### config.mk
export PLATFORM = sky130hd
export DESIGN_NAME = pfbdz_top
export DESIGN_NICKNAME = d
export VERILOG_FILES = /design/src/hdl/pfbdz_pkg.sv /design/src/hdl/pfbdz_pair_if.sv /design/src/hdl/pfbdz_deadzone.sv /design/src/hdl/pfbdz_top.sv
export VERILOG_INCLUDE_DIRS = /design/src /design/src/hdl
export SDC_FILE = /design/constraint.sdc
export NUM_CORES = 1
export LEC_CHECK = 0
export BUFFER_PORTS_ARGS = -buffer_cell sky130_fd_sc_hd__buf_2
export CORE_MARGIN = 8
export CORE_UTILIZATION = 55
export DETAILED_ROUTE_END_ITERATION = 12
export HOLD_SLACK_MARGIN = 0.08
export PLACE_DENSITY = 0.8
export SLEW_MARGIN = 0
export SYNTH_ARGS = -nofsm -noshare
export SYNTH_HDL_FRONTEND = slang
export SYNTH_HIERARCHICAL = 1
export SYNTH_SLANG_ARGS = --single-unit
### constraint.sdc
create_clock -name mclk_i -period 2.4 [get_ports mclk_i]
set_input_delay 0.12 -clock mclk_i [delete_from_list [all_inputs] [get_ports mclk_i]]
set_output_delay 0.12 -clock mclk_i [all_outputs]
set_load 0.01 [all_outputs]
### src/hdl/pfbdz_cfg.svh
`ifndef PFBDZ_CFG_SVH
`define PFBDZ_CFG_SVH

// register byte offsets inside the pwm unit
`define PFBDZ_OFF_CTRL      8'h60
`define PFBDZ_OFF_DZ        8'h64
`define PFBDZ_OFF_STAT      8'h70
`define PFBDZ_OFF_MASK      8'h74

// reset values
`define PFBDZ_CTRL_RST      32'h0000_0000
`define PFBDZ_DZ_RST        32'h0000_0000
`define PFBDZ_STAT_RST      32'h0000_0000
`define PFBDZ_MASK_RST      32'h0000_0000

// writable bits of each register
`define PFBDZ_CTRL_RW_MASK  32'hff00_000f
`define PFBDZ_DZ_RW_MASK    32'h00ff_ffff
`define PFBDZ_STAT_W1C_MASK 32'h0000_0007

// fault brake control fields
`define PFBDZ_BIT_EN0       0
`define PFBDZ_BIT_EN1       1
`define PFBDZ_BIT_SEL1      2
`define PFBDZ_BIT_SEL0      3
`define PFBDZ_BIT_EVENT     7
`define PFBDZ_LVL_LSB       24
`define PFBDZ_BIT_AUX_A     30
`define PFBDZ_BIT_AUX_B     31

// dead-zone length field width
`define PFBDZ_LEN_W         8

// interrupt status fields
`define PFBDZ_STAT_IN0      0
`define PFBDZ_STAT_IN1      1
`define PFBDZ_STAT_ENTRY    2
`define PFBDZ_STAT_ACTIVE   8

`endif

### src/hdl/pfbdz_pkg.sv
package pfbdz_pkg;

    // brake state of the output stage
    typedef enum logic [0:0] {
        PFBDZ_RUN   = 1'b0,
        PFBDZ_BRAKE = 1'b1
    } pfbdz_brk_t;

    // one apb data word
    typedef logic [31:0] pfbdz_word_t;

    // dead-zone length in time units
    typedef logic [7:0] pfbdz_len_t;

    // register byte offset
    typedef logic [7:0] pfbdz_addr_t;

endpackage

### src/hdl/pfbdz_pair_if.sv
`timescale 1ns/10ps

// one complementary channel pair between the brake logic and its dead-zone stage
interface pfbdz_pair_if;
    logic               raw_even;  // even channel from the counters
    logic               raw_odd;   // odd channel from the counters
    logic               dz_en;     // dead-zone insertion enabled
    logic               tick;      // one time unit of this pair
    pfbdz_pkg::pfbdz_len_t len;    // dead-zone length
    logic               out_even;  // even channel after dead zone
    logic               out_odd;   // odd channel after dead zone

    modport ctl (output raw_even, raw_odd, dz_en, tick, len, input out_even, out_odd);
    modport dz  (input raw_even, raw_odd, dz_en, tick, len, output out_even, out_odd);
endinterface

### src/hdl/pfbdz_deadzone.sv
`timescale 1ns/10ps

// dead-zone stage for one complementary pair
module pfbdz_deadzone (
    // clock and reset
    input  wire logic mclk_i,
    input  wire logic rst_i,
    // pair signals
    pfbdz_pair_if.dz  pair
);
    import pfbdz_pkg::*;

    logic       lvl_q, lvl_d;      // settled level of the even channel
    pfbdz_len_t cnt_q, cnt_d;      // remaining dead-zone units
    logic       even_q, even_d;    // even output
    logic       odd_q, odd_d;      // odd output

    // next state: hold both low for len units after each change
    always_comb begin
        lvl_d  = lvl_q;
        cnt_d  = cnt_q;
        even_d = even_q;
        odd_d  = odd_q;
        if (!pair.dz_en) begin
            // no dead zone: pass both channels straight
            lvl_d  = pair.raw_even;
            cnt_d  = '0;
            even_d = pair.raw_even;
            odd_d  = pair.raw_odd;
        end else if (pair.raw_even != lvl_q) begin
            // edge seen: start the gap, both outputs low for a nonzero len
            lvl_d  = pair.raw_even;
            cnt_d  = pair.len;
            even_d = (pair.len == '0) ? pair.raw_even : 1'b0;
            odd_d  = (pair.len == '0) ? ~pair.raw_even : 1'b0;
        end else if (cnt_q != '0) begin
            // count time units of this pair's clock select
            if (pair.tick) begin
                cnt_d = cnt_q - 8'h01;
            end
            even_d = 1'b0;
            odd_d  = 1'b0;
        end else begin
            // gap over: rising edge released
            even_d = lvl_q;
            odd_d  = ~lvl_q;
        end
    end

    // registers
    always_ff @(posedge mclk_i) begin
        if (rst_i) begin
            lvl_q  <= 1'b0;
            cnt_q  <= '0;
            even_q <= 1'b0;
            odd_q  <= 1'b0;
        end else begin
            lvl_q  <= lvl_d;
            cnt_q  <= cnt_d;
            even_q <= even_d;
            odd_q  <= odd_d;
        end
    end

    assign pair.out_even = even_q;
    assign pair.out_odd  = odd_q;
endmodule

### src/hdl/pfbdz_top.sv
//
// Overview of operation
// brake forces six channels to level bits
// brake forces two aux outputs to levels
// event flag set on entering brake
// writing one clears event flag
// software clears flag before counter restart
// select feeds input zero: irq0 or comp1
// select feeds input one: irq1 or comp0
// enable one lets input one falls brake
// enable zero lets input zero falls brake
// three eight-bit dead-zone lengths, one per pair
// dead-zone unit from pair clock select
// both registers reset to zero
// per-input falling flags, write one clears
// brake holds until flag cleared and restart
// dead zone delays rising edges of pair
//
`timescale 1ns/10ps
`include "pfbdz_cfg.svh"

module pfbdz_top (
    // clock and reset
    input  wire logic                 mclk_i,
    input  wire logic                 rst_i,
    // apb slave
    input  wire logic                 psel_i,
    input  wire logic                 penable_i,
    input  wire logic                 pwrite_i,
    input  wire pfbdz_pkg::pfbdz_addr_t paddr_i,
    input  wire pfbdz_pkg::pfbdz_word_t pwdata_i,
    output pfbdz_pkg::pfbdz_word_t    prdata_o,
    output logic                      pready_o,
    output logic                      pslverr_o,
    // brake source pins
    input  wire logic                 ext_irq_in_zero_i,
    input  wire logic                 ext_irq_in_one_i,
    input  wire logic                 comparator_out_zero_i,
    input  wire logic                 comparator_out_one_i,
    // rest of the pwm unit
    input  wire logic [5:0]           pwm_raw_i,
    input  wire logic [2:0]           pair_dz_en_i,
    input  wire logic [2:0]           pwm_clock_select_tick_i,
    input  wire logic                 counter_restart_i,
    input  wire logic [1:0]           aux_norm_i,
    // outputs to the power stage
    output logic [5:0]                pwm_o,
    output logic                      aux_out_a_o,
    output logic                      aux_out_b_o,
    output logic                      brake_o,
    output logic                      irq_o
);
    import pfbdz_pkg::*;

    // register file
    pfbdz_word_t ctrl_q, ctrl_d;       // fault_brake_control
    pfbdz_word_t dz_q, dz_d;           // dead_zone_interval
    pfbdz_word_t stat_q, stat_d;       // interrupt status
    pfbdz_word_t mask_q, mask_d;       // interrupt mask
    // apb answer
    pfbdz_word_t prdata_q, prdata_d;
    logic        pready_q, pready_d;
    logic        pslverr_q, pslverr_d;
    // pin synchronisers: ext0, ext1, cmp0, cmp1
    logic [3:0]  sync1_q, sync1_d;
    logic [3:0]  sync2_q, sync2_d;
    logic [1:0]  prev_q, prev_d;       // last selected brake inputs
    // brake state and outputs
    pfbdz_brk_t  brk_q, brk_d;
    logic [5:0]  pwm_q, pwm_d;
    logic        aux_a_q, aux_a_d;
    logic        aux_b_q, aux_b_d;
    logic        irq_q, irq_d;

    // decoded strobes
    logic        setup;                // apb setup cycle
    logic        wr;                   // write takes effect
    logic [1:0]  brk_in;               // selected brake inputs
    logic [1:0]  fall;                 // falling edge per input
    logic [1:0]  trig;                 // enabled falling edges
    logic        trig_any;             // brake condition
    logic [5:0]  dz_out;               // channels after dead zone

    // true for an offset that this block answers
    function automatic logic addr_hit(input pfbdz_addr_t a);
        addr_hit = (a == `PFBDZ_OFF_CTRL) || (a == `PFBDZ_OFF_DZ) ||
                   (a == `PFBDZ_OFF_STAT) || (a == `PFBDZ_OFF_MASK);
    endfunction

    // write one to clear, with a hardware set winning over the clear
    function automatic pfbdz_word_t w1c(input pfbdz_word_t cur, input logic clr_en,
                                        input pfbdz_word_t clr, input pfbdz_word_t set);
        w1c = ((clr_en ? (cur & ~clr) : cur)) | set;
    endfunction

    // write strobe for one register offset, shared by every writable register
    function automatic logic wr_at(input logic w, input pfbdz_addr_t a,
                                   input pfbdz_addr_t off);
        wr_at = w && (a == off);
    endfunction

    // dead-zone stages, one per pair
    pfbdz_pair_if pair_if [3] ();

    for (genvar p = 0; p < 3; p++) begin : g_pair
        assign pair_if[p].raw_even = pwm_raw_i[2*p];
        assign pair_if[p].raw_odd  = pwm_raw_i[2*p+1];
        assign pair_if[p].dz_en    = pair_dz_en_i[p];
        assign pair_if[p].tick     = pwm_clock_select_tick_i[p];
        assign pair_if[p].len      = dz_q[8*p +: 8];
        assign dz_out[2*p]         = pair_if[p].out_even;
        assign dz_out[2*p+1]       = pair_if[p].out_odd;

        pfbdz_deadzone u_dz (
            .mclk_i (mclk_i),
            .rst_i  (rst_i),
            .pair   (pair_if[p])
        );
    end

    // apb phase decode: pready rises in the first access cycle
    assign setup = psel_i && !penable_i;
    assign wr    = psel_i && penable_i && pready_q && pwrite_i;

    // source selection and falling-edge detection on synchronised pins
    always_comb begin
        brk_in[0] = ctrl_q[`PFBDZ_BIT_SEL0] ? sync2_q[3] : sync2_q[0];
        brk_in[1] = ctrl_q[`PFBDZ_BIT_SEL1] ? sync2_q[2] : sync2_q[1];
        // a falling edge is a one last cycle and a zero now
        fall      = prev_q & ~brk_in;
        trig[0]   = fall[0] && ctrl_q[`PFBDZ_BIT_EN0];
        trig[1]   = fall[1] && ctrl_q[`PFBDZ_BIT_EN1];
        trig_any  = |trig;
    end

    // synchroniser next values
    always_comb begin
        // first stage samples the raw pins
        sync1_d = {comparator_out_one_i, comparator_out_zero_i,
                   ext_irq_in_one_i, ext_irq_in_zero_i};
        // second stage reads only the first
        sync2_d = sync1_q;
        // edge history of the selected inputs
        prev_d  = brk_in;
    end

    // synchroniser registers; pins idle high so edges start from one
    always_ff @(posedge mclk_i) begin
        if (rst_i) begin
            sync1_q <= 4'hf;
            sync2_q <= 4'hf;
            prev_q  <= 2'h3;
        end else begin
            sync1_q <= sync1_d;
            sync2_q <= sync2_d;
            prev_q  <= prev_d;
        end
    end

    // register file next values
    always_comb begin
        ctrl_d = ctrl_q;
        dz_d   = dz_q;
        mask_d = mask_q;
        // control: plain fields, event flag cleared by a one
        if (wr_at(wr, paddr_i, `PFBDZ_OFF_CTRL)) begin
            ctrl_d = (pwdata_i & `PFBDZ_CTRL_RW_MASK) |
                     (ctrl_q & ~`PFBDZ_CTRL_RW_MASK);
            if (pwdata_i[`PFBDZ_BIT_EVENT]) begin
                ctrl_d[`PFBDZ_BIT_EVENT] = 1'b0;
            end
        end
        // hardware set comes last, so it wins over a same-cycle clear
        if (trig_any) begin
            ctrl_d[`PFBDZ_BIT_EVENT] = 1'b1;
        end
        // dead-zone lengths, reserved top byte kept zero
        if (wr_at(wr, paddr_i, `PFBDZ_OFF_DZ)) begin
            dz_d = pwdata_i & `PFBDZ_DZ_RW_MASK;
        end
        // interrupt mask, same layout as the status flags
        if (wr_at(wr, paddr_i, `PFBDZ_OFF_MASK)) begin
            mask_d = pwdata_i & `PFBDZ_STAT_W1C_MASK;
        end
        // per-input flags and brake entry, sticky until a one is written
        stat_d = w1c(stat_q, wr_at(wr, paddr_i, `PFBDZ_OFF_STAT),
                     pwdata_i & `PFBDZ_STAT_W1C_MASK,
                     {29'h0, trig_any, fall});
    end

    // register file flip-flops, all cleared by reset
    always_ff @(posedge mclk_i) begin
        if (rst_i) begin
            ctrl_q <= `PFBDZ_CTRL_RST;
            dz_q   <= `PFBDZ_DZ_RST;
            stat_q <= `PFBDZ_STAT_RST;
            mask_q <= `PFBDZ_MASK_RST;
        end else begin
            ctrl_q <= ctrl_d;
            dz_q   <= dz_d;
            stat_q <= stat_d;
            mask_q <= mask_d;
        end
    end

    // apb answer: read data and error prepared in the setup cycle
    always_comb begin
        pready_d  = setup;
        pslverr_d = 1'b0;
        prdata_d  = prdata_q;
        if (setup) begin
            // error for an offset that no register answers
            pslverr_d = !addr_hit(paddr_i);
            // writes, reserved bits and unmapped offsets read as zero
            prdata_d  = '0;
            if (!pwrite_i) begin
                unique case (paddr_i)
                    `PFBDZ_OFF_CTRL: prdata_d = ctrl_q;
                    `PFBDZ_OFF_DZ:   prdata_d = dz_q;
                    `PFBDZ_OFF_STAT: begin
                        prdata_d = stat_q;
                        // live brake state beside the sticky flags
                        prdata_d[`PFBDZ_STAT_ACTIVE] = (brk_q == PFBDZ_BRAKE);
                    end
                    `PFBDZ_OFF_MASK: prdata_d = mask_q;
                    default:         prdata_d = '0;
                endcase
            end
        end
    end

    // apb answer registers
    always_ff @(posedge mclk_i) begin
        if (rst_i) begin
            prdata_q  <= '0;
            pready_q  <= 1'b0;
            pslverr_q <= 1'b0;
        end else begin
            prdata_q  <= prdata_d;
            pready_q  <= pready_d;
            pslverr_q <= pslverr_d;
        end
    end

    // brake state machine and output stage
    always_comb begin
        brk_d = brk_q;
        unique case (brk_q)
            PFBDZ_RUN: begin
                if (trig_any) begin
                    brk_d = PFBDZ_BRAKE;
                end
            end
            PFBDZ_BRAKE: begin
                // leave only once the flag is clear and counters restart
                if (!ctrl_q[`PFBDZ_BIT_EVENT] && counter_restart_i && !trig_any) begin
                    brk_d = PFBDZ_RUN;
                end
            end
        endcase
        // forced levels follow the control bits live while braked
        if (brk_d == PFBDZ_BRAKE) begin
            pwm_d   = ctrl_q[`PFBDZ_LVL_LSB +: 6];
            aux_a_d = ctrl_q[`PFBDZ_BIT_AUX_A];
            aux_b_d = ctrl_q[`PFBDZ_BIT_AUX_B];
        end else begin
            // normal run: dead-zone outputs and aux pass-through
            pwm_d   = dz_out;
            aux_a_d = aux_norm_i[0];
            aux_b_d = aux_norm_i[1];
        end
        // level from the next status, so it rises with the flag
        irq_d = |(stat_d & mask_q);
    end

    // brake state and output registers
    always_ff @(posedge mclk_i) begin
        if (rst_i) begin
            brk_q   <= PFBDZ_RUN;
            pwm_q   <= '0;
            aux_a_q <= 1'b0;
            aux_b_q <= 1'b0;
            irq_q   <= 1'b0;
        end else begin
            brk_q   <= brk_d;
            pwm_q   <= pwm_d;
            aux_a_q <= aux_a_d;
            aux_b_q <= aux_b_d;
            irq_q   <= irq_d;
        end
    end

    // outputs straight from flip-flops
    assign prdata_o    = prdata_q;
    assign pready_o    = pready_q;
    assign pslverr_o   = pslverr_q;
    assign pwm_o       = pwm_q;
    assign aux_out_a_o = aux_a_q;
    assign aux_out_b_o = aux_b_q;
    assign brake_o     = brk_q;
    assign irq_o       = irq_q;
endmodule

### Yosys cells after proc, flatten, opt, wreduce, memory -nomap -nowiden

Cells that the tools add are included.

| word-level totals | value |
|---|---|
| flip-flop bits (word level) | 178 |
| word-level logic and storage cells | 153 |

| operators by class | value |
|---|---|
| add/sub/neg operators | 3 |
| reduce and logical (&&, ||, !) cells | 41 |
| muxes and demuxes | 53 |
| bitwise gates (word level) | 18 |
| eq/ne operators | 10 |

Operator list:

| cell | number |
|---|---|
| 32-bit one-hot mux with 4 select lines | 1 |
| 8-bit two-way mux | 10 |
| 32-bit two-way mux | 2 |
| 1-bit two-way mux | 38 |
| 32-bit by 3-bit bitwise AND with 32-bit output | 1 |
| 32-bit bitwise AND | 1 |
| 8-bit by 7-bit == test with 1-bit output (second input constant) | 4 |
| 3-bit inverter with 32-bit output | 1 |
| 32-bit by 24-bit OR with 32-bit output | 1 |
| 32-bit by 3-bit OR with 32-bit output | 1 |
| 32-bit OR reduction | 1 |
| 8-bit zero test | 3 |
| 8-bit nonzero test | 3 |
| 8-bit by 1-bit subtractor with 8-bit output (second input constant) | 3 |
| 2-bit nonzero test | 7 |
| 1-bit logical AND | 12 |
| 1-bit inverter | 11 |
| 2-bit OR reduction | 5 |
| 6-bit two-way mux | 1 |
| 2-bit by 1-bit != test with 1-bit output (second input constant) | 3 |
| 2-bit AND reduction | 3 |
| 1-bit zero test | 4 |
| 1-bit logical OR | 3 |
| 1-bit != test | 3 |
| 3 further kinds | 3 |

### Longest topological paths before layout

Gate-level depths: netlist of run 1.

| logic depth | value |
|---|---|
| depth after elaboration | 10 |
| depth in mapped cells | 6 |
| depth with buffers taken out | 6 |

### By module

Netlist of run 1, hierarchy kept.

By module, submodules not included:

| module | cells each | area an instance (um^2) | times used | seq. area each (um^2) |
|---|---|---|---|---|
| pfbdz_top | 372 | 3611.0 | 1 | 1941.9 |
| pfbdz_deadzone | 75 | 630.6 | 3 | 220.2 |

### Least setup slack after synthesis of run 1

Ideal clock, no wire load.

| timing | value |
|---|---|
| kind | in2reg |
| start | input port paddr_i[1] |
| end | register dz_q[10] |
| setup time | 0.128 ns |
| slack | 0.709 ns |
| data arrival time | 1.563 ns |
| stages on the path | 6 |
| cells stage by stage | or3_1 -> buf_6 -> nor4_4 -> buf_6 -> mux2i_1 -> nor2_1 |

| on the way | value |
|---|---|
| word-level cells in the longest chain between the ends | 2 |

Ends and longest elaborated chain:

| what | RTL line | RTL |
|---|---|---|
| start, declared | pfbdz_top.sv:30 | `input wire pfbdz_pkg::pfbdz_addr_t paddr_i,` |
| 8-bit by 7-bit == test with 1-bit output | pfbdz_top.sv:99 | `wr_at = w && (a == off);` |
| 1-bit logical AND | pfbdz_top.sv:99 |  |
| end signal, assigned | pfbdz_top.sv:195 | `` dz_q <= `PFBDZ_DZ_RST; `` |
| end signal, assigned | pfbdz_top.sv:200 | `dz_q <= dz_d;` |
| end, declared | pfbdz_top.sv:57 | `pfbdz_word_t dz_q, dz_d;` |

Every way passes these cells.
A chain may end at the register's enable or synchronous reset.

### Worst setup path after layout of run 1

| timing | value |
|---|---|
| start | register g_pair[1].u_dz.cnt_q[0] |
| end | register g_pair[1].u_dz.odd_q |

| on the way | value |
|---|---|
| word-level cells in the longest chain between the ends | 4 |

Ends and longest elaborated chain:

| what | RTL line | RTL |
|---|---|---|
| start, declared | pfbdz_deadzone.sv:14 | `pfbdz_len_t cnt_q, cnt_d;` |
| start signal, assigned | pfbdz_deadzone.sv:59 | `cnt_q <= cnt_d;` |
| 8-bit nonzero test | pfbdz_deadzone.sv:36 | `end else if (cnt_q != '0) begin` |
| 1-bit two-way mux | pfbdz_deadzone.sv:36 |  |
| 1-bit two-way mux | pfbdz_deadzone.sv:30 | `end else if (pair.raw_even != lvl_q) begin` |
| 1-bit two-way mux | pfbdz_deadzone.sv:24 | `if (!pair.dz_en) begin` |
| end signal, assigned | pfbdz_deadzone.sv:56 | `odd_q <= 1'b0;` |
| end signal, assigned | pfbdz_deadzone.sv:61 | `odd_q <= odd_d;` |
| end, declared | pfbdz_deadzone.sv:16 | `logic odd_q, odd_d;` |

Every way passes these cells.

==> results of run 1 <==
## state kept, by name, indices dropped and copies added, names as in the netlist, 2 cells and up
name,flops
prdata_o,32
g_pair.u_dz/pair.out_odd,3
ctrl_q,13
g_pair.u_dz/cnt_q,24
g_pair.u_dz/lvl_q,3
sync1_q,4
mask_q,3
stat_q,3
dz_q,24
prev_q,2
pwm_o,6
g_pair.u_dz/pair.out_even,3
sync2_q,4
## power groups by stage
stage          Clock (mW)  Combinational, mW  Sequential [mW]
2_1_floorplan           0              0.299             2.28
3_3_place_gp            0              0.415             2.29
3_5_place_dp            0              0.427             2.29
4_1_cts              2.42              0.511             2.24
5_1_grt              2.53              0.568             2.25
6_report             2.41              0.522             2.25
## cell usage in the layout (no fill, tap or decap), types with 8 or more instances in the layout
master	n
a21oi_1	36
buf_2	106
a211oi_1	21
buf_4	11
or2_2	9
clkbuf_16	16
dfxtp_1	130
nand3_1	8
a22oi_1	30
nor4_1	11
dlygate4sd3_1	63
inv_1	14
or4_1	10
xnor2_1	9
mux2i_1	35
nand2_1	38
o21ai_0	18
nor2_1	97
nor3_1	9
nand2b_1	12
## worst paths after layout
path	from	to	slack, ps	cells past startpoint
worst max-delay path	g_pair[1].u_dz/cnt_q[0]$_SDFFE_PP0P_	g_pair[1].u_dz/pair.out_odd$_SDFF_PP0_	120	7
worst min-delay path	paddr_i[0]	stat_q[0]$_SDFF_PP0_	120	5
worst max register to register	g_pair[1].u_dz/cnt_q[0]$_SDFFE_PP0P_	g_pair[1].u_dz/pair.out_odd$_SDFF_PP0_	120	7
worst min register to register	sync1_q[3]$_SDFF_PP1_	sync2_q[3]$_SDFF_PP1_	410	1
## layout make-up
type	instances	area, um2
clock buffer	20	455
clock inverter	12	106
tap	133	166
timing repair buffer	181	1250
sequential	130	2600
multi-input combinational	420	2680
inverter	14	52.6
fill	679	2410
## stage by stage
step / hold WS [ps] / util, % / std cells
global placement: 301 / 62.8 / 815
finish: 117 / 75.2 / 910
floorplan: 200 / - / 597
CTS: 94.0 / 75.1 / 910
global route: 126 / 75.2 / 910
detailed placement: 307 / 62.8 / 815
## synthesized netlist by cell type, types with 6 or more instances
cell,n
or3b_2,6
nor2_1,97
o31ai_1,6
or2_2,9
o21ai_0,18
nand3_1,8
ha_1,6
inv_1,14
a311oi_1,7
nor2b_1,6
xnor2_1,9
a22oi_1,30
clkbuf_1,21
dfxtp_1,130
nand2_1,38
a21oi_1,36
a21boi_0,7
nor3_1,10
nor4_1,11
or4_1,11
nand2b_1,12
a211oi_1,21
mux2i_1,35
buf_6,6
## worst max-delay path: stages (launching register included)
cell           delay, ps
dfxtp_1              340
inv_1                 90
ha_1                 190
or3b_2               510
nor3_1               220
a21oi_1               70
o31ai_1              210
dlygate4sd3_1        590
## metal layers
metal  wire [um]  part of all wire [%]  track usage [%]  vias to the layer above
met4         352                   2.3             8.73                        0
li1            -                     -                -                     2497
met5           0                     0                0                        -
met3        1220                   7.8             6.98                       31
met1        6420                    41             26.9                     2467
met2        7570                    49             39.9                      231
## cells by family (layout without fill, tap and decap cells)
kind of cell	Yosys count	in the layout	share of synthesized area [%]
and+or+nand+nor	227	227	21.2
AOI/OAI and AO/OA	139	139	16.8
DFF	130	130	47.3
buffers and inverters	47	227	4.09
muxes	39	39	7.80
xor gates and xnor gates	9	9	1.43
adders and majority gates	6	6	1.36
## repair_timing
| action | CTS | global route |
|---|---|---|
| endpoints found under the hold margin | 64 | 0 |
| gates resized for setup | 0 | 3 |
| endpoints found under the setup margin | 0 | 5 |
| hold buffers | 63 | 0 |
==> metrics, run 1 <==
status=completed; Clock Latency Late Sink=between 500 and 600 ps; Reg clk slew, reported paths=60 ps; peak fanout along the critical path=4; final setup fails=0; placed cell area=between 6000 and 7000 um2; number of synthesized flops with an enable pin=0; clock power share=46.5%; DR iter-0 viols=383; final worst slack=117 ps; Ys Warns=6; number of distinct library cells after synthesis=48; unrepaired setup endpoints after global routing=no; Setup crit end kind=register; htree depth=4; CTS max path bufs=2; die area=13,500 um2; First-pass DRT Iterations=5; area grow syn2layout=33.0%; first-pass GRT wire length=~25 mm; post-route minimum period=2280 ps; Setup TNS Final=0 ps; # nets final=834; DR WL/cell=17.1 um; die width=around 120 um; top-area cell type share of the netlist area=47.3%; GRT Util Overall=23.3%; Setup Fix Bufs, Post-CTS=0; IO Port Bufs=107; mapped cell area=~5500 um2; Synthesized Nets=667; min-delay worst type=input pin to register; post-route ant nets=0; worst-case vdd ir drop=about 0.44 mV; sequential-to-total area share from yosys stat=47.3%; top cell type by total area after synthesis=dfxtp_1; Final period util=95.1%; Reg power frac=a little over two fifths; pre-CTS setup slack=503 ps; post-detail-place hpwl=10.5 mm; Async SR Flop Fraction=0%; vias in the first global route=5,210; via density per instance=between 5 and 6; largest net degree at the start of global routing=33; # DRC=0; Rel. slew slack=16.6%; initial antenna violation count=0; clk root buf=clkbuf_8; Synth area leaders=dfxtp_1, nor2_1, mux2i_1, a22oi_1, a21oi_1; arrival time worst endpoint=2730 ps; net switching power=1.27 mW; clk sinks=130; final instance area=about 7300 um2; layout cell share with drive strength beyond 1=23.0%; Max Clk Rate=around 440 MHz; Final Hold Viols=0; final WL=approximately 16 mm; synthesized flop and latch total=130; initial core utilization=56.6%; total grt overflow=0; Synth Instances=597; CTS buffer count=17; n_diodes=0; switching share of total power=around a quarter; CTS tree=built; Vias=about 5,200; Worst setup SP type=register; IO Count=108; Main synth FF type=dfxtp_1; Setup CP Type=register to register; GP Congestion=0.877; core footprint=between 9000 and 10,000 um2; WP data required=between 2000 and 3000 ps; PwrDens=707 nW/um2; worst clock skew=8.22 ps; Tot Pwr=between 5 and 6 mW; Final Slew Violations=0; Maximum Capacitance Violations=0; worst slew pin tran=1240 ps; Internal=between 3 and 4 mW; standard-cell row count=36; Avg Inst Size Synth=9.22 um2; LEAKAGE=2.92 nW; combinational share of power=10.1%; die height=between 100 and 150 um
Power figures use the tool's default switching activity.
==> inputs of run 2 (changes only) <==
--- a/config.mk
+++ b/config.mk
@@ -11,7 +11,7 @@
 export CORE_UTILIZATION = 55
 export DETAILED_ROUTE_END_ITERATION = 12
 export HOLD_SLACK_MARGIN = 0.08
-export PLACE_DENSITY = 0.8
+export PLACE_DENSITY = 0.87
 export SLEW_MARGIN = 0
 export SYNTH_ARGS = -nofsm -noshare
 export SYNTH_HDL_FRONTEND = slang
==> metrics, run 2 (same netlist as run 1, synthesis figures left out) <==
die area=approximately 13,000 um2; GP Congestion=roughly 0.9; DR WL/cell=about 18 um; standard-cell row count=36; Clock Latency Late Sink=510 ps; Final period util=95.0%; commonest non-fill, non-tap cells in the layout=dfxtp_1, buf_2, nor2_1; wire length on met3=1.36 mm; CTS tree=built; IO Count=108; register area=2600 um2; Worst setup SP type=input pin; WP data required=2800 ps; final WL=16.0 mm; Final Slew Violations=0; status=completed; core footprint=9730 um2; Tot Pwr=5.41 mW; initial antenna violation count=0; FILL cells=633; first-pass GRT wire length=25.7 mm; CTS buffer count=17; post-route ant nets=0; First-pass DRT Iterations=5; min-delay worst type=input pin to register; clk root buf=clkbuf_8; area occupied by multi-input gates=2680 um2; RR Startpoint=g_pair[0].u_dz/cnt_q[0]$_SDFFE_PP0P_; DRT met1 WL=about 6.4 mm; vias in the first global route=roughly 5,400; Vias=between 5,000 and 6,000; clk sinks=130; area grow syn2layout=34.1%; via density per instance=5.70; initial core utilization=a little under three fifths; # nets final=roughly 840; arrival time worst endpoint=between 2000 and 3000 ps; layout cell share with drive strength beyond 1=22.6%; peak fanout along the critical path=28; CTS max path bufs=2; Worst Setup SP=rst_i; Rel. slew slack=roughly 17%; worst-case vdd ir drop=0.573 mV; total grt overflow=0; # DRC=0; final setup fails=0; die width=116 um; Setup crit end kind=register; PwrDens=733 nW/um2; die height=116 um; Setup Fix Bufs, Post-CTS=0; worst slew pin tran=1240 ps; GRT Util Overall=between 20% and 30%; post-route minimum period=2280 ps; Setup CP Type=input pin to register; IO Port Bufs=107; Top Layer Used=met4; htree depth=4; post-detail-place hpwl=between 10 and 15 mm; Max Clk Rate=439 MHz; Maximum Capacitance Violations=0; worst clock skew=7.71 ps; LEAKAGE=about 2.9 nW; DR iter-0 viols=303; DR WL met2=7.85 mm; commonest non-fill, non-tap cell in the layout=dfxtp_1; Setup TNS Final=0 ps; Final Hold Viols=0; critical hold path startpoint=paddr_i[0]; Reg clk slew, reported paths=60 ps; largest net degree at the start of global routing=34; unrepaired setup endpoints after global routing=no; max reg flops=32; n_diodes=0
-- run 2: changes by cell type in the layout (fill, tap and decap cells not counted), sizes merged --
cell         delta
bufinv          +2
clkbuf          +1
clkinv          -6
clkinvlp        +1
dlygate4sd3     +2
inv             +2
-- run 2: power breakdown --
group          switching, mW  total [mW]  internal (mW)
clock                  0.958        2.63           1.67
sequential            0.0396        2.24           2.21
combinational          0.276       0.529          0.253
total                   1.27        5.41           4.13
-- run 2: routing by layer --
metal | vias to the layer above | global-route usage (%)
li1 | 2488 | -
met1 | 2438 | 26.7
met2 | 237 | 41.5
met3 | 35 | 7.45
met4 | 0 | 9.77
met5 | - | 0
-- run 2: layout make-up --
class                           count  area share (%)
Timing Repair Buffer              183            17.2
Inverter                           14           0.712
Tap cell                          133            2.26
Sequential cell                   130            35.3
Clock inverter                     11            2.04
Multi-Input combinational cell    420            36.3
Clock buffer                       21            6.22
-- run 2: stage by stage --
step	hold slack, ps	util [%]	instances	worst slack [ps]	area (um2)
finish	119	75.8	912	120	7380
global route	153	75.8	912	1.57	7380
CTS	93.7	75.8	912	104	7370
floorplan	200	-	597	709	5500
detailed placement	307	62.8	815	513	6110
global placement	303	62.8	815	564	6110
-- run 2: final timing paths --
kind	endpoint	depth (start not counted)	slack, ps
min reg2reg	sync2_q[0]$_SDFF_PP1_	1	410
min	stat_q[1]$_SDFF_PP0_	5	120
max reg2reg	g_pair[0].u_dz/pair.out_odd$_SDFF_PP0_	7	130
max	g_pair[1].u_dz/pair.out_odd$_SDFF_PP0_	8	120
-- run 2: repair_timing --
| action | in CTS | in global routing |
|---|---|---|
| hold buffers | 65 | 0 |
| endpoints found under the hold margin | 75 | 0 |
| resized for setup | 0 | 1 |
| endpoints found under the setup margin | 0 | 1 |
-- run 2: critical path, stage by stage --
cell and delay (ps):
dlygate4sd3_1 540, clkbuf_4 320, buf_4 330, nor2_1 70, nand2_1 80, dlygate4sd3_1 560
o31ai_1 70, dlygate4sd3_1 560
==> inputs of run 3 (changes only) <==
--- a/config.mk
+++ b/config.mk
@@ -7,11 +7,14 @@
 export NUM_CORES = 1
 export LEC_CHECK = 0
 export BUFFER_PORTS_ARGS = -buffer_cell sky130_fd_sc_hd__buf_2
+export CELL_PAD_IN_SITES_DETAIL_PLACEMENT = 1
+export CELL_PAD_IN_SITES_GLOBAL_PLACEMENT = 1
 export CORE_MARGIN = 8
-export CORE_UTILIZATION = 55
+export CORE_UTILIZATION = 41
+export CTS_CLUSTER_DIAMETER = 100
 export DETAILED_ROUTE_END_ITERATION = 12
 export HOLD_SLACK_MARGIN = 0.08
-export PLACE_DENSITY = 0.87
+export PLACE_DENSITY = 0.86
 export SLEW_MARGIN = 0
 export SYNTH_ARGS = -nofsm -noshare
 export SYNTH_HDL_FRONTEND = slang
==> metrics, run 3 (same netlist as run 1, synthesis figures left out) <==
post-detail-place hpwl=roughly 13 mm; clock power share=48.6%; Reg power frac=a little over two fifths; post-route minimum period=approximately 2300 ps; commonest non-fill, non-tap cell in the layout=dfxtp_1; Final period util=94.1%; largest net degree at the start of global routing=31; final WL=19.3 mm; LEAKAGE=about 2.9 nW; worst clock skew=7.88 ps; Final Slew Violations=0; final setup fails=0; first-pass GRT wire length=31.2 mm; IO Port Bufs=107; Internal=~4.1 mW; clk sinks=130; Setup TNS Final=0 ps; # nets final=822; die height=132 um; die area=17,400 um2; initial antenna violation count=1; htree depth=4; DR iter-0 viols=322; layout cell share with drive strength beyond 1=22.9%; IO Count=108; CTS buffer count=17; worst slew pin tran=1240 ps; status=completed; Final Hold Viols=0; PwrDens=~740 nW/um2; standard-cell row count=42; worst-case vdd ir drop=0.366 mV; CTS max path bufs=2; arrival time worst endpoint=between 2000 and 3000 ps; clk root buf=clkbuf_16; First-pass DRT Iterations=4; GRT Util Overall=about 22%; initial core utilization=roughly two fifths; peak fanout along the critical path=4; WP data required=2760 ps; max reg flops=32; Max Clk Rate=around 440 MHz; Reg clk slew, reported paths=50 ps; CTS tree=built; total grt overflow=0; die width=around 130 um; final core utilization=55.3%; hold path depth=4; area grow syn2layout=32.6%; Maximum Capacitance Violations=0; # DRC=0; Worst setup SP type=register; Vias=between 5,000 and 6,000; vias in the first global route=5,937; Min Hold Slack=169 ps; min-delay worst type=input pin to register; Setup crit end kind=register; Setup CP Type=register to register; core footprint=13,200 um2; Rel. slew slack=between 10% and 20%; r2r worst-path depth=7; Setup Fix Bufs, Post-CTS=0; combinational share of power=under 10%; post-route ant nets=0; DR WL/cell=20.4 um; via density per instance=between 5 and 6; unrepaired setup endpoints after global routing=no; switching share of total power=23.7%; net switching power=1.28 mW; Clock Latency Late Sink=420 ps; Cells after DPL=between 800 and 900; GP Congestion=0.848; Finished Layout Cells=942; commonest non-fill, non-tap cells in the layout=dfxtp_1, buf_2, nor2_1
==> run 3: cell count changes in the layout (fill, tap and decap cells not counted), sizes merged <==
| cell | previous run | this run |
|---|---|---|
| inv | 17 | 14 |
| buf | 117 | 118 |
| clkinvlp | 2 | 0 |
| dlygate4sd3 | 65 | 51 |
| diode | 0 | 1 |
| clkinv | 3 | 7 |
==> run 3: path summary, 6_finish.rpt <==
| kind | start | end | slack [ps] |
|---|---|---|---|
| max | g_pair[2].u_dz/cnt_q[0]$_SDFFE_PP0P_ | g_pair[2].u_dz/pair.out_odd$_SDFF_PP0_ | 140 |
| min | pwm_clock_select_tick_i[2] | g_pair[2].u_dz/cnt_q[1]$_SDFFE_PP0P_ | 170 |
| max reg2reg | g_pair[2].u_dz/cnt_q[0]$_SDFFE_PP0P_ | g_pair[2].u_dz/pair.out_odd$_SDFF_PP0_ | 140 |
| min reg2reg | sync1_q[0]$_SDFF_PP1_ | sync2_q[0]$_SDFF_PP1_ | 410 |
==> run 3: what timing repair did <==
action	4_1_cts	5_1_grt
resized for setup	0	1
hold buffers	51	0
hold endpoints to repair	55	0
endpoints found under the setup margin	0	1
==> run 3: cell type report <==
cell class	instances	area (um2)
clock buffer	22	464
inverter	14	52.6
antenna	1	2.50
multi-input combinational	420	2680
sequential	130	2600
timing repair buffer	169	1140
fill	1492	5890
clock inverter	10	133
tap	176	220
==> run 3: critical path, cell delays in order, from the launching register on <==
cell,delay [ps]
dfxtp_1,330
inv_1,90
ha_1,210
or3b_2,520
nor3_2,200
a21oi_1,70
o31ai_1,200
dlygate4sd3_1,570
==> run 3: metal layers <==
layer / routed length (um) / share of wire [%] / track usage (%) / up-vias
met5: 0 / 0 / 0 / -
met4: 754 / 3.9 / 12.6 / 0
met3: 944 / 4.9 / 5.30 / 60
met2: 10000 / 52 / 40.3 / 166
met1: 7550 / 39 / 23.0 / 2625
li1: - / - / - / 2464
==> run 3: stage by stage <==
step	setup WS, ps	power, mW	area (um2)
floorplan	709	2.58	5500
global placement	529	2.71	6180
detailed placement	462	2.74	6180
CTS	94.4	5.43	7290
global route	55.6	5.59	7300
finish	142	5.40	7300
==> run 3: power by group through the flow <==
stage          combinational [mW]  clock, mW  sequential, mW
2_1_floorplan               0.299          0            2.28
3_3_place_gp                0.420          0            2.29
3_5_place_dp                0.443          0            2.29
4_1_cts                     0.519       2.66            2.25
5_1_grt                     0.576       2.76            2.25
6_report                    0.527       2.63            2.25
